`src/logic/vgsp_pkg.sv`:
```
package vgsp_pkg;
   localparam int CMD_BITS       = 8;
   localparam int DATA_BITS      = 16;
   localparam int FRAME_BITS     = CMD_BITS + DATA_BITS;
   localparam int CNT_W          = 5;
   localparam int SYNC_STAGES    = 2;
   localparam int RW_BIT_POS     = 7;
   localparam int ADDR_BITS      = 7;
   localparam logic RW_READ_VAL  = 1'b1;
   localparam logic [CNT_W-1:0] CNT_ZERO = 5'h00;
   localparam logic [CNT_W-1:0] CNT_ONE  = 5'h01;
   localparam logic [15:0] DATA_RESET    = 16'h0000;

   typedef enum logic [1:0] {
      VGSP_IDLE = 2'b00,
      VGSP_CMD  = 2'b01,
      VGSP_DATA = 2'b10,
      VGSP_DONE = 2'b11
   } vgsp_state_t;
endpackage : vgsp_pkg

```
`src/logic/vgsp_port.sv`:
```
`timescale 1ns/100ps
module vgsp_port
   import vgsp_pkg::*;
#(
   parameter bit MSB_FIRST   = 1'b1,
   parameter bit SAMPLE_RISE = 1'b1
) (
   input  wire logic                 core_clk_in,
   input  wire logic                 rst_in,
   input  wire logic                 sel_n_in,
   input  wire logic                 sclk_in,
   input  wire logic                 sdio_in,
   output logic                      sdio_out,
   output logic                      sdio_oe_out,
   input  wire logic [DATA_BITS-1:0] rd_data_in,
   output logic [ADDR_BITS-1:0]      rd_addr_out,
   output logic [ADDR_BITS-1:0]      wr_addr_out,
   output logic [DATA_BITS-1:0]      wr_data_out,
   output logic                      wr_stb_out,
   output logic                      busy_out
);
   logic [2:0]               sync_w;
   logic                     sel_n_s;
   logic                     sclk_s;
   logic                     sdio_s;
   logic                     sclk_d_r;
   logic                     sclk_d_nxt;
   vgsp_state_t              state_r;
   vgsp_state_t              state_nxt;
   logic [CNT_W-1:0]         cnt_r;
   logic [CNT_W-1:0]         cnt_nxt;
   logic [CMD_BITS-1:0]      cmd_r;
   logic [CMD_BITS-1:0]      cmd_nxt;
   logic [DATA_BITS-1:0]     din_r;
   logic [DATA_BITS-1:0]     din_nxt;
   logic [DATA_BITS-1:0]     dout_r;
   logic [DATA_BITS-1:0]     dout_nxt;
   logic                     sdo_r;
   logic                     sdo_nxt;
   logic                     oe_r;
   logic                     oe_nxt;
   logic [ADDR_BITS-1:0]     rda_r;
   logic [ADDR_BITS-1:0]     rda_nxt;
   logic [ADDR_BITS-1:0]     wra_r;
   logic [ADDR_BITS-1:0]     wra_nxt;
   logic [DATA_BITS-1:0]     wrd_r;
   logic [DATA_BITS-1:0]     wrd_nxt;
   logic                     wst_r;
   logic                     wst_nxt;
   logic                     busy_r;
   logic                     busy_nxt;
   logic                     samp_edge;
   logic                     launch_edge;
   logic                     is_read;
   logic [CMD_BITS-1:0]      cmd_full;

   // elaboration checks on the fixed command layout and the bit counter width
   if (ADDR_BITS + 1 != CMD_BITS) begin : g_cmd_chk
      $error("command layout does not fit");
   end
   if (FRAME_BITS >= (1 << CNT_W)) begin : g_cnt_chk
      $error("bit counter too narrow");
   end

   // pins sampled twice before use
   vgsp_sync #(.WIDTH(3)) vgsp_sync_i (
      .core_clk_in  (core_clk_in),
      .rst_in       (rst_in),
      .async_in     ({sel_n_in, sclk_in, sdio_in}),
      .reset_val_in (3'h4),
      .sync_out     (sync_w)
   );
   assign sel_n_s = sync_w[2];
   assign sclk_s  = sync_w[1];
   assign sdio_s  = sync_w[0];

   function automatic logic [DATA_BITS-1:0] shift_in(input logic [DATA_BITS-1:0] v, input logic b);
      shift_in = MSB_FIRST ? {v[DATA_BITS-2:0], b} : {b, v[DATA_BITS-1:1]};
   endfunction : shift_in

   function automatic logic head_bit(input logic [DATA_BITS-1:0] v);
      head_bit = MSB_FIRST ? v[DATA_BITS-1] : v[0];
   endfunction : head_bit

   assign samp_edge   = SAMPLE_RISE ? (sclk_s & ~sclk_d_r) : (~sclk_s & sclk_d_r);
   assign launch_edge = SAMPLE_RISE ? (~sclk_s & sclk_d_r) : (sclk_s & ~sclk_d_r);
   assign cmd_full    = MSB_FIRST ? {cmd_r[CMD_BITS-2:0], sdio_s} : {sdio_s, cmd_r[CMD_BITS-1:1]};
   assign is_read     = (cmd_r[RW_BIT_POS] == RW_READ_VAL);

   always_comb begin
      sclk_d_nxt = sclk_s;
      state_nxt  = state_r;
      cnt_nxt    = cnt_r;
      cmd_nxt    = cmd_r;
      din_nxt    = din_r;
      dout_nxt   = dout_r;
      sdo_nxt    = sdo_r;
      oe_nxt     = oe_r;
      rda_nxt    = rda_r;
      wra_nxt    = wra_r;
      wrd_nxt    = wrd_r;
      wst_nxt    = 1'b0;
      busy_nxt   = (state_r != VGSP_IDLE);
      if (sel_n_s) begin
         state_nxt = VGSP_IDLE;
         cnt_nxt   = CNT_ZERO;
         oe_nxt    = 1'b0;
      end else begin
         case (state_r)
            VGSP_IDLE: begin
               state_nxt = VGSP_CMD;
               cnt_nxt   = CNT_ZERO;
            end
            VGSP_CMD: begin
               if (samp_edge) begin
                  cmd_nxt = cmd_full;
                  cnt_nxt = cnt_r + CNT_ONE;
                  if (cnt_r == 5'(CMD_BITS - 1)) begin
                     state_nxt = VGSP_DATA;
                     rda_nxt   = cmd_full[ADDR_BITS-1:0];
                  end
               end
            end
            VGSP_DATA: begin
               // read data launched on the opposite edge
               if (launch_edge && is_read) begin
                  sdo_nxt  = head_bit(dout_r);
                  dout_nxt = shift_in(dout_r, 1'b0);
                  oe_nxt   = 1'b1;
               end
               if (samp_edge) begin
                  din_nxt = shift_in(din_r, sdio_s);
                  cnt_nxt = cnt_r + CNT_ONE;
                  if (cnt_r == 5'(FRAME_BITS - 1)) begin
                     state_nxt = VGSP_DONE;
                     if (!is_read) begin
                        wra_nxt = cmd_r[ADDR_BITS-1:0];
                        wrd_nxt = shift_in(din_r, sdio_s);
                        wst_nxt = 1'b1;
                     end
                  end
               end
            end
            VGSP_DONE: begin
               if (launch_edge) oe_nxt = 1'b0;
            end
            default: state_nxt = VGSP_IDLE;
         endcase
      end
      // load read word once the address has been presented
      if (state_r == VGSP_CMD && state_nxt == VGSP_DATA) dout_nxt = DATA_RESET;
      if (state_r == VGSP_DATA && cnt_r == 5'(CMD_BITS) && !samp_edge && !launch_edge && !oe_r)
         dout_nxt = rd_data_in;
   end

   always_ff @(posedge core_clk_in) begin
      if (rst_in) begin
         sclk_d_r <= 1'b0;
         state_r  <= VGSP_IDLE;
         cnt_r    <= CNT_ZERO;
         cmd_r    <= '0;
         din_r    <= DATA_RESET;
         dout_r   <= DATA_RESET;
         sdo_r    <= 1'b0;
         oe_r     <= 1'b0;
         rda_r    <= '0;
         wra_r    <= '0;
         wrd_r    <= DATA_RESET;
         wst_r    <= 1'b0;
         busy_r   <= 1'b0;
      end else begin
         sclk_d_r <= sclk_d_nxt;
         state_r  <= state_nxt;
         cnt_r    <= cnt_nxt;
         cmd_r    <= cmd_nxt;
         din_r    <= din_nxt;
         dout_r   <= dout_nxt;
         sdo_r    <= sdo_nxt;
         oe_r     <= oe_nxt;
         rda_r    <= rda_nxt;
         wra_r    <= wra_nxt;
         wrd_r    <= wrd_nxt;
         wst_r    <= wst_nxt;
         busy_r   <= busy_nxt;
      end
   end

   assign sdio_out    = sdo_r;
   assign sdio_oe_out = oe_r;
   assign rd_addr_out = rda_r;
   assign wr_addr_out = wra_r;
   assign wr_data_out = wrd_r;
   assign wr_stb_out  = wst_r;
   assign busy_out    = busy_r;
endmodule : vgsp_port

```
`src/logic/vgsp_sync.sv`:
```
`timescale 1ns/100ps
module vgsp_sync
   import vgsp_pkg::*;
#(
   parameter int WIDTH = 3
) (
   input  wire logic             core_clk_in,
   input  wire logic             rst_in,
   input  wire logic [WIDTH-1:0] async_in,
   input  wire logic [WIDTH-1:0] reset_val_in,
   output logic      [WIDTH-1:0] sync_out
);
   logic [WIDTH-1:0] meta_r;
   logic [WIDTH-1:0] sync_r;
   logic [WIDTH-1:0] meta_nxt;
   logic [WIDTH-1:0] sync_nxt;

   if (SYNC_STAGES != 2) begin : g_stage_chk
      $error("vgsp_sync supports two stages only");
   end

   always_comb begin
      meta_nxt = async_in;
      sync_nxt = meta_r;
   end

   // reset value is a constant tie-off at the instance
   always_ff @(posedge core_clk_in) begin
      if (rst_in) begin
         meta_r <= reset_val_in;
         sync_r <= reset_val_in;
      end else begin
         meta_r <= meta_nxt;
         sync_r <= sync_nxt;
      end
   end

   assign sync_out = sync_r;
endmodule : vgsp_sync

```
`config.mk`:
```
export PLATFORM = sky130hd
export DESIGN_NAME = vgsp_port
export DESIGN_NICKNAME = d
export VERILOG_FILES = /design/src/logic/vgsp_pkg.sv /design/src/logic/vgsp_port.sv /design/src/logic/vgsp_sync.sv
export SDC_FILE = /design/constraint.sdc
export NUM_CORES = 1
export LEC_CHECK = 0
export BUFFER_PORTS_ARGS = -buffer_cell sky130_fd_sc_hd__buf_2
export CORE_MARGIN = 4
export CORE_UTILIZATION = 50
export DETAILED_ROUTE_END_ITERATION = 8
export GPL_TIMING_DRIVEN = 0
export HOLD_SLACK_MARGIN = 0.03
export PLACE_DENSITY = 0.7
export SETUP_SLACK_MARGIN = 0.02
export SLEW_MARGIN = 15
export SYNTH_ARGS = -nofsm -noshare
export SYNTH_HDL_FRONTEND = slang
export SYNTH_SLANG_ARGS = --single-unit
```
`constraint.sdc`:
```
create_clock -name core_clk_in -period 2.4 [get_ports core_clk_in]
set_input_delay 0.24 -clock core_clk_in [delete_from_list [all_inputs] [get_ports core_clk_in]]
set_output_delay 0.24 -clock core_clk_in [all_outputs]
set_load 0.1 [all_outputs]
```
======== Word level (Yosys, flattened, before mapping) ========
Index checks and enable logic that the tools add are counted.
operators by class
  $add $sub $neg .......................... 1
  multipliers ............................. 0
  div/mod/pow operators ................... 0
  $lt $le $gt $ge ......................... 0
  equality and inequality tests ........... 11
  shift operators ......................... 0
  muxes and demuxes ....................... 17
  bitwise gates (word level) .............. 9
  reductions and logical operators ........ 26
operators by type and width
  kind                 number
  $mux 16              5
  $reduce_and 3->1     5
  $mux 2               5
  $pmux 5 s2           1
  $not 1->1            7
  $eq 2x2->1 const B   3
  $logic_and 1x1->1    6
  $pmux 2 s3           1
  $reduce_bool 2->1    3
  $reduce_bool 3->1    2
  $add 5x1->5 const B  1
  $eq 5x3->1 const B   1
  $eq 5x4->1 const B   1
  $eq 5x5->1 const B   1
  $mux 5               1
  $reduce_and 5->1     1
  $reduce_or 5->1      1
  $ne 2x2->1 const B   2
  $reduce_and 4->1     1
  $reduce_or 2->1      2
  $logic_not 1->1      3
  $mux 1               3
  $ne 3x3->1 const B   1
  $and 1x1->1          2
  other kinds (5)      5
word-level totals
  register bits after elaboration ......... 87
  bits in latches ......................... 0
  RAM bits ................................ 0
  bits in read-only memories .............. 0
  bits of input ports ..................... 21
  output and inout bits ................... 34
  logic and storage cells ................. 79
  memories kept ........................... 0

======== Longest topological paths before layout ========
  depth after elaboration ................. 9
  mapped depth ............................ 9
  mapped depth without buffers ............ 7

======== By module ========
Synthesis repeated with hierarchy kept, for this count alone.
unflattened totals
  cells, all modules ...................... 393
  area, all modules ....................... 3,469.6 um2
by module, submodules not included
  module     instances  cells each  area an instance (um2)  seq. area each (um2)
  vgsp_port  1          380         3,248.1                 1,621.6
  vgsp_sync  1          13          221.5                   120.1

======== Worst setup path after synthesis ========
Ideal clock, no wire load.
  kind .................................... register -> register
  from .................................... reg oe_r, in the netlist sdio_oe_out
  to ...................................... reg dout_r[10]
  setup time .............................. 0.116 ns
  arrival ................................. 2.322 ns
  required time ........................... 2.284 ns
  path slack .............................. -0.038 ns
  stages on the path, launching flop included .. 7
  path buffers ............................ 2
  period minus slack after synthesis ...... 2.438 ns
  cells stage by stage .................... dfxtp_1 -> or4b_1 -> or4_1 -> buf_6 -> buf_2 -> o22a_1 -> o211a_1
on the way
  longest elaborated chain between the ends .. 4
  elaborated cells between the ends (all ways) .. 7
  those cells by class .................... eq/ne: 1; mux: 1; reduce/logical: 5
RTL lines
  what                                                              RTL line          source
  start, declared                                                   vgsp_port.sv:40   logic oe_r;
  start signal, assigned                                            vgsp_port.sv:179  oe_r <= oe_nxt;
  $logic_not 1->1 (*)                                               vgsp_port.sv:152  if (state_r == VGSP_DATA && cnt_r == 5'(CMD_BITS) && !samp_edge && !launch_edge && !oe_r)
  $logic_and 1x1->1 (*)                                             vgsp_port.sv:152
  $ne 3x3->1 (no source line) or $reduce_bool 3->1 (tied branches)  -
  $reduce_and 3->1 (no source line)                                 -
  end signal, assigned                                              vgsp_port.sv:177  dout_r <= dout_nxt;
  end, declared                                                     vgsp_port.sv:36   logic [DATA_BITS-1:0] dout_r;
Every way passes the cells marked *; elsewhere a longest branch is shown, timed or not.
A chain may end at the register's enable or synchronous reset.

======== Final worst setup path ========
  from .................................... reg cnt_r[2]
  to ...................................... reg dout_r[10]
on the way
  longest elaborated chain between the ends .. 9
  elaborated cells between the ends (all ways) .. 21
  those cells by class .................... eq/ne: 5; mux: 8; reduce/logical: 8
RTL lines
  what                                                          RTL line                            source
  start, declared                                               vgsp_port.sv:30                     logic [CNT_W-1:0] cnt_r;
  start signal, assigned                                        vgsp_port.sv:174                    cnt_r <= cnt_nxt;
  $eq 5x5->1 or $eq 5x3->1 (tied branches)                      vgsp_port.sv:134, vgsp_port.sv:118
  $mux 2 (on tied branches)                                     vgsp_port.sv:134, vgsp_port.sv:118
  $mux 2 (on tied branches)                                     vgsp_port.sv:131, vgsp_port.sv:115
  $pmux 2 s3                                                    vgsp_port.sv:109                    case (state_r)
  $mux 2                                                        vgsp_port.sv:104                    if (sel_n_s) begin
  $eq 2x2->1                                                    vgsp_port.sv:151                    if (state_r == VGSP_CMD && state_nxt == VGSP_DATA) dout_nxt = DATA_RESET;
  $logic_and 1x1->1                                             vgsp_port.sv:151
  $ne 3x3->1 (no source line), or another cell as far along     -
  $reduce_and 3->1 (no source line) or $mux 16 (tied branches)  -
Parallel ways exist; a longest one is shown, timed or not.

==> impl_summary.txt <==
----------------------------------------------------
[Outcome]
  Status ... finished clean

[Synthesis]
  Post-synth top cells ... 112 x nand2_1, 87 x dfxtp_1, 57 x a21oi_1
  Dominant synthesized flop cell ... dfxtp_1
  Syn nets ... ~420
  Mapped Cells ... a little under 400
  Sequential element share of the synthesized area ... 0.512
  Post-synthesis cell type count ... 39
  FF+latch count, synth ... between 80 and 90
  Post-synth ARST share ... 0
  Leading cell types by total area after synthesis ... dfxtp_1 51%, nand2_1 12%, a21oi_1 8.4%
  Count leader, synth ... nand2_1
  Synth Cell Area ... 3400 sq um
  Area share of the largest cell type after synthesis ... 0.512
  Total of warnings raised by yosys ... 0
  EDFF count, synth ... 0
  Syn avg cell area ... ~8.7 sq um
  Dominant cell type by area after synthesis ... dfxtp_1

[Clock tree]
  Inserted Clock Buffers ... 9
  H-tree levels ... 3
  Buffer count from post-CTS setup fixing ... 0
  Largest buffer count on any clock path ... 2
  Sink Count ... 87
  Skew-Pair Late Insertion Delay ... 350 ps
  Root Buffer ... clkbuf_8
  Clock tree from TritonCTS ... done
  Clock input transition at the sequential cells of the worst setup and hold paths ... about 80 ps

[GRT]
  Maximum number of pins on one net before global-route repair ... 16
  Number of antenna violations at the first check in global routing ... 0
  Total congestion overflow after global routing ... 0
  Vias in the first global route ... ~2,600
  Global router's overall resource usage ... 0.181
  Global-route wire length before repair ... 12,100 um

[Timing]
  Final period demand of the worst path ... 2280 ps
  Final hold slack ... roughly 75 ps
  PnR worst setup slack ... 121 ps
  Transition time at the pin with the least slew margin ... 663 ps
  Final worst clock skew ... ~9.0 ps
  Count of endpoints failing setup in the final report ... 0
  Hold Vio Cnt, Final ... 0
  Slew HR ... 0.555
  Max-slew violation total from the final report ... 0
  Top achievable clock speed ... around 440 MHz
  RSZ-0062 raised after global routing ... false
  Share of the cycle needed by the critical path after routing ... 0.950

[Floorplanning]
  Total die area ... 8190 sq um
  IO Count ... 55
  Die Span X ... between 90 and 100 um
  Initial Util ... 0.524
  Rows ... 29
  Core outline area ... 6490 sq um
  Overall die height ... slightly above 90 um

[Setup path]
  Worst path required time ... 2640 ps
  Critical setup path kind ... reg -> reg
  Worst-case register-to-register setup slack ... ~120 ps
  Arrival time at the worst endpoint ... ~2500 ps
  Endpoint type of the worst setup path ... register
  Kind of launch point of the worst setup path ... register
  Top fanout value on the critical path ... 10

[Placed design]
  Routability-driven placement congestion ratio ... between 0.8 and 0.9
  PortBufs ... between 50 and 60
  Post-Place Worst Slack ... -1.60 ps
  HPWL reported at the end of detailed placement ... a little over 5000 um

[Power]
  Leakage power ... between 1.5 and 2 nW
  Max VDD drop ... ~0.42 mV
  Total Power ... ~2.5 mW
  Power per unit of standard cell area ... a little over 600 nW/um^2

[Route]
  Average routed wire per standard cell ... around 13 um
  Number of DRC markers after the initial detailed-route iteration ... 161
  First-pass iteration count of the detailed router ... 4
  Routed WL ... ~7200 um
  Vias after detailed routing ... 2,857
  DRC violation count after routing ... 0
  Antenna-violating nets left ... 0
  Post-DR vias/cell ... 5.32

[Layout]
  Multi-input gate area in the final layout ... about 1500 sq um
  Area grow syn2layout ... 17.1%
  Number of antenna repair diodes ... 0
  Footprint of the flip-flops and latches ... between 1500 and 2000 sq um
  Number of fillers in the final layout ... between 600 and 700
  Share of final-layout standard cells stronger than drive strength 1 ... 0.200
  Net count of the finished layout ... roughly 480

[Hold path]
  Tightest Hold Check Type ... in -> reg

[Flow run]
  # Max-Cap Violations ... 0

----------------------------------------------------
-- path summary, 6_finish.rpt --
path | endpoint | startpoint | depth (start not counted)
hold / removal | vgsp_sync_i.meta_r[2] | sel_n_in | 2
setup reg to reg | dout_r[10] | cnt_r[2] | 7
setup / recovery | dout_r[10] | cnt_r[2] | 7
hold reg to reg | vgsp_sync_i.sync_out[2] | vgsp_sync_i.meta_r[2] | 1
-- layout by cell type, fill, tap and decap left out, drive strengths merged, types with 7 or more instances in the layout --
cell type,count
nand2,112
dfxtp,87
buf,61
a21oi,57
clkbuf,30
o22a,15
o211a,15
nor2b,10
nand3,10
inv,9
ha,7
-- flip-flops by register name (all words and copies together), names as in the netlist --
| name | flops |
|---|---|
| vgsp_sync_i.meta_r | 3 |
| din_r | 15 |
| vgsp_sync_i.sync_out | 3 |
| dout_r | 16 |
| rd_addr_out | 7 |
| wr_addr_out | 7 |
| wr_data_out | 16 |
| sclk_d_r | 1 |
| state_r | 2 |
| busy_out | 1 |
| sdio_oe_out | 1 |
| cmd_r | 8 |
| wr_stb_out | 1 |
| cnt_r | 5 |
| sdio_out | 1 |
-- through the flow --
step / instances / util / area, sq um / setup TNS, ps
final: 537 / 0.613 / 3980 / 0
after global routing: 537 / 0.613 / 3980 / 0
after CTS: 537 / 0.610 / 3960 / 0
after detailed placement: 521 / 0.581 / 3770 / -1.60
after global placement: 521 / 0.581 / 3770 / -0.750
after floorplan: 390 / - / 3400 / 0
-- worst max-delay path, stage by stage (launching register included) --
cell and delay (ps):
dfxtp_1 310, buf_6 120, or4b_1 530, or4_1 520
buf_6 170, buf_2 180, o22a_1 220, o211a_1 110
-- kinds of logic after synthesis --
group                      synth area share
and+or+nand+nor                       0.199
AOI/OAI and AO/OA                     0.214
DFF                                   0.512
buffers and inverters                0.0463
adders and majority gates            0.0257
muxes                               0.00294
-- layer usage --
layer  global-route usage  part of all wire
met3               0.0483             0.048
met1                0.244              0.49
met4               0.0689             0.016
met5                    0                 0
met2                0.276              0.45
-- final cells by class --
class	count	share of cell area
Buffer	26	0.0349
Clock buffer	11	0.0380
Clock inverter	5	0.0101
Inverter	7	0.00660
Multi-Input combinational cell	270	0.381
Sequential cell	87	0.437
Tap cell	77	0.0242
Timing Repair Buffer	54	0.0678
-- report_power, final --
| group | total, mW | internal, mW | switching [mW] |
|---|---|---|---|
| logic | 0.0672 | 0.0245 | 0.0427 |
| registers | 1.45 | 1.45 | 0.00374 |
| clock network | 0.966 | 0.442 | 0.523 |
-- what timing repair did --
action	CTS	global route
pin swaps	0	0
endpoints found under the setup margin	11	34
hold buffers	0	0
gates resized for setup	1	13
No activity file was read; power rests on OpenSTA's default activity.
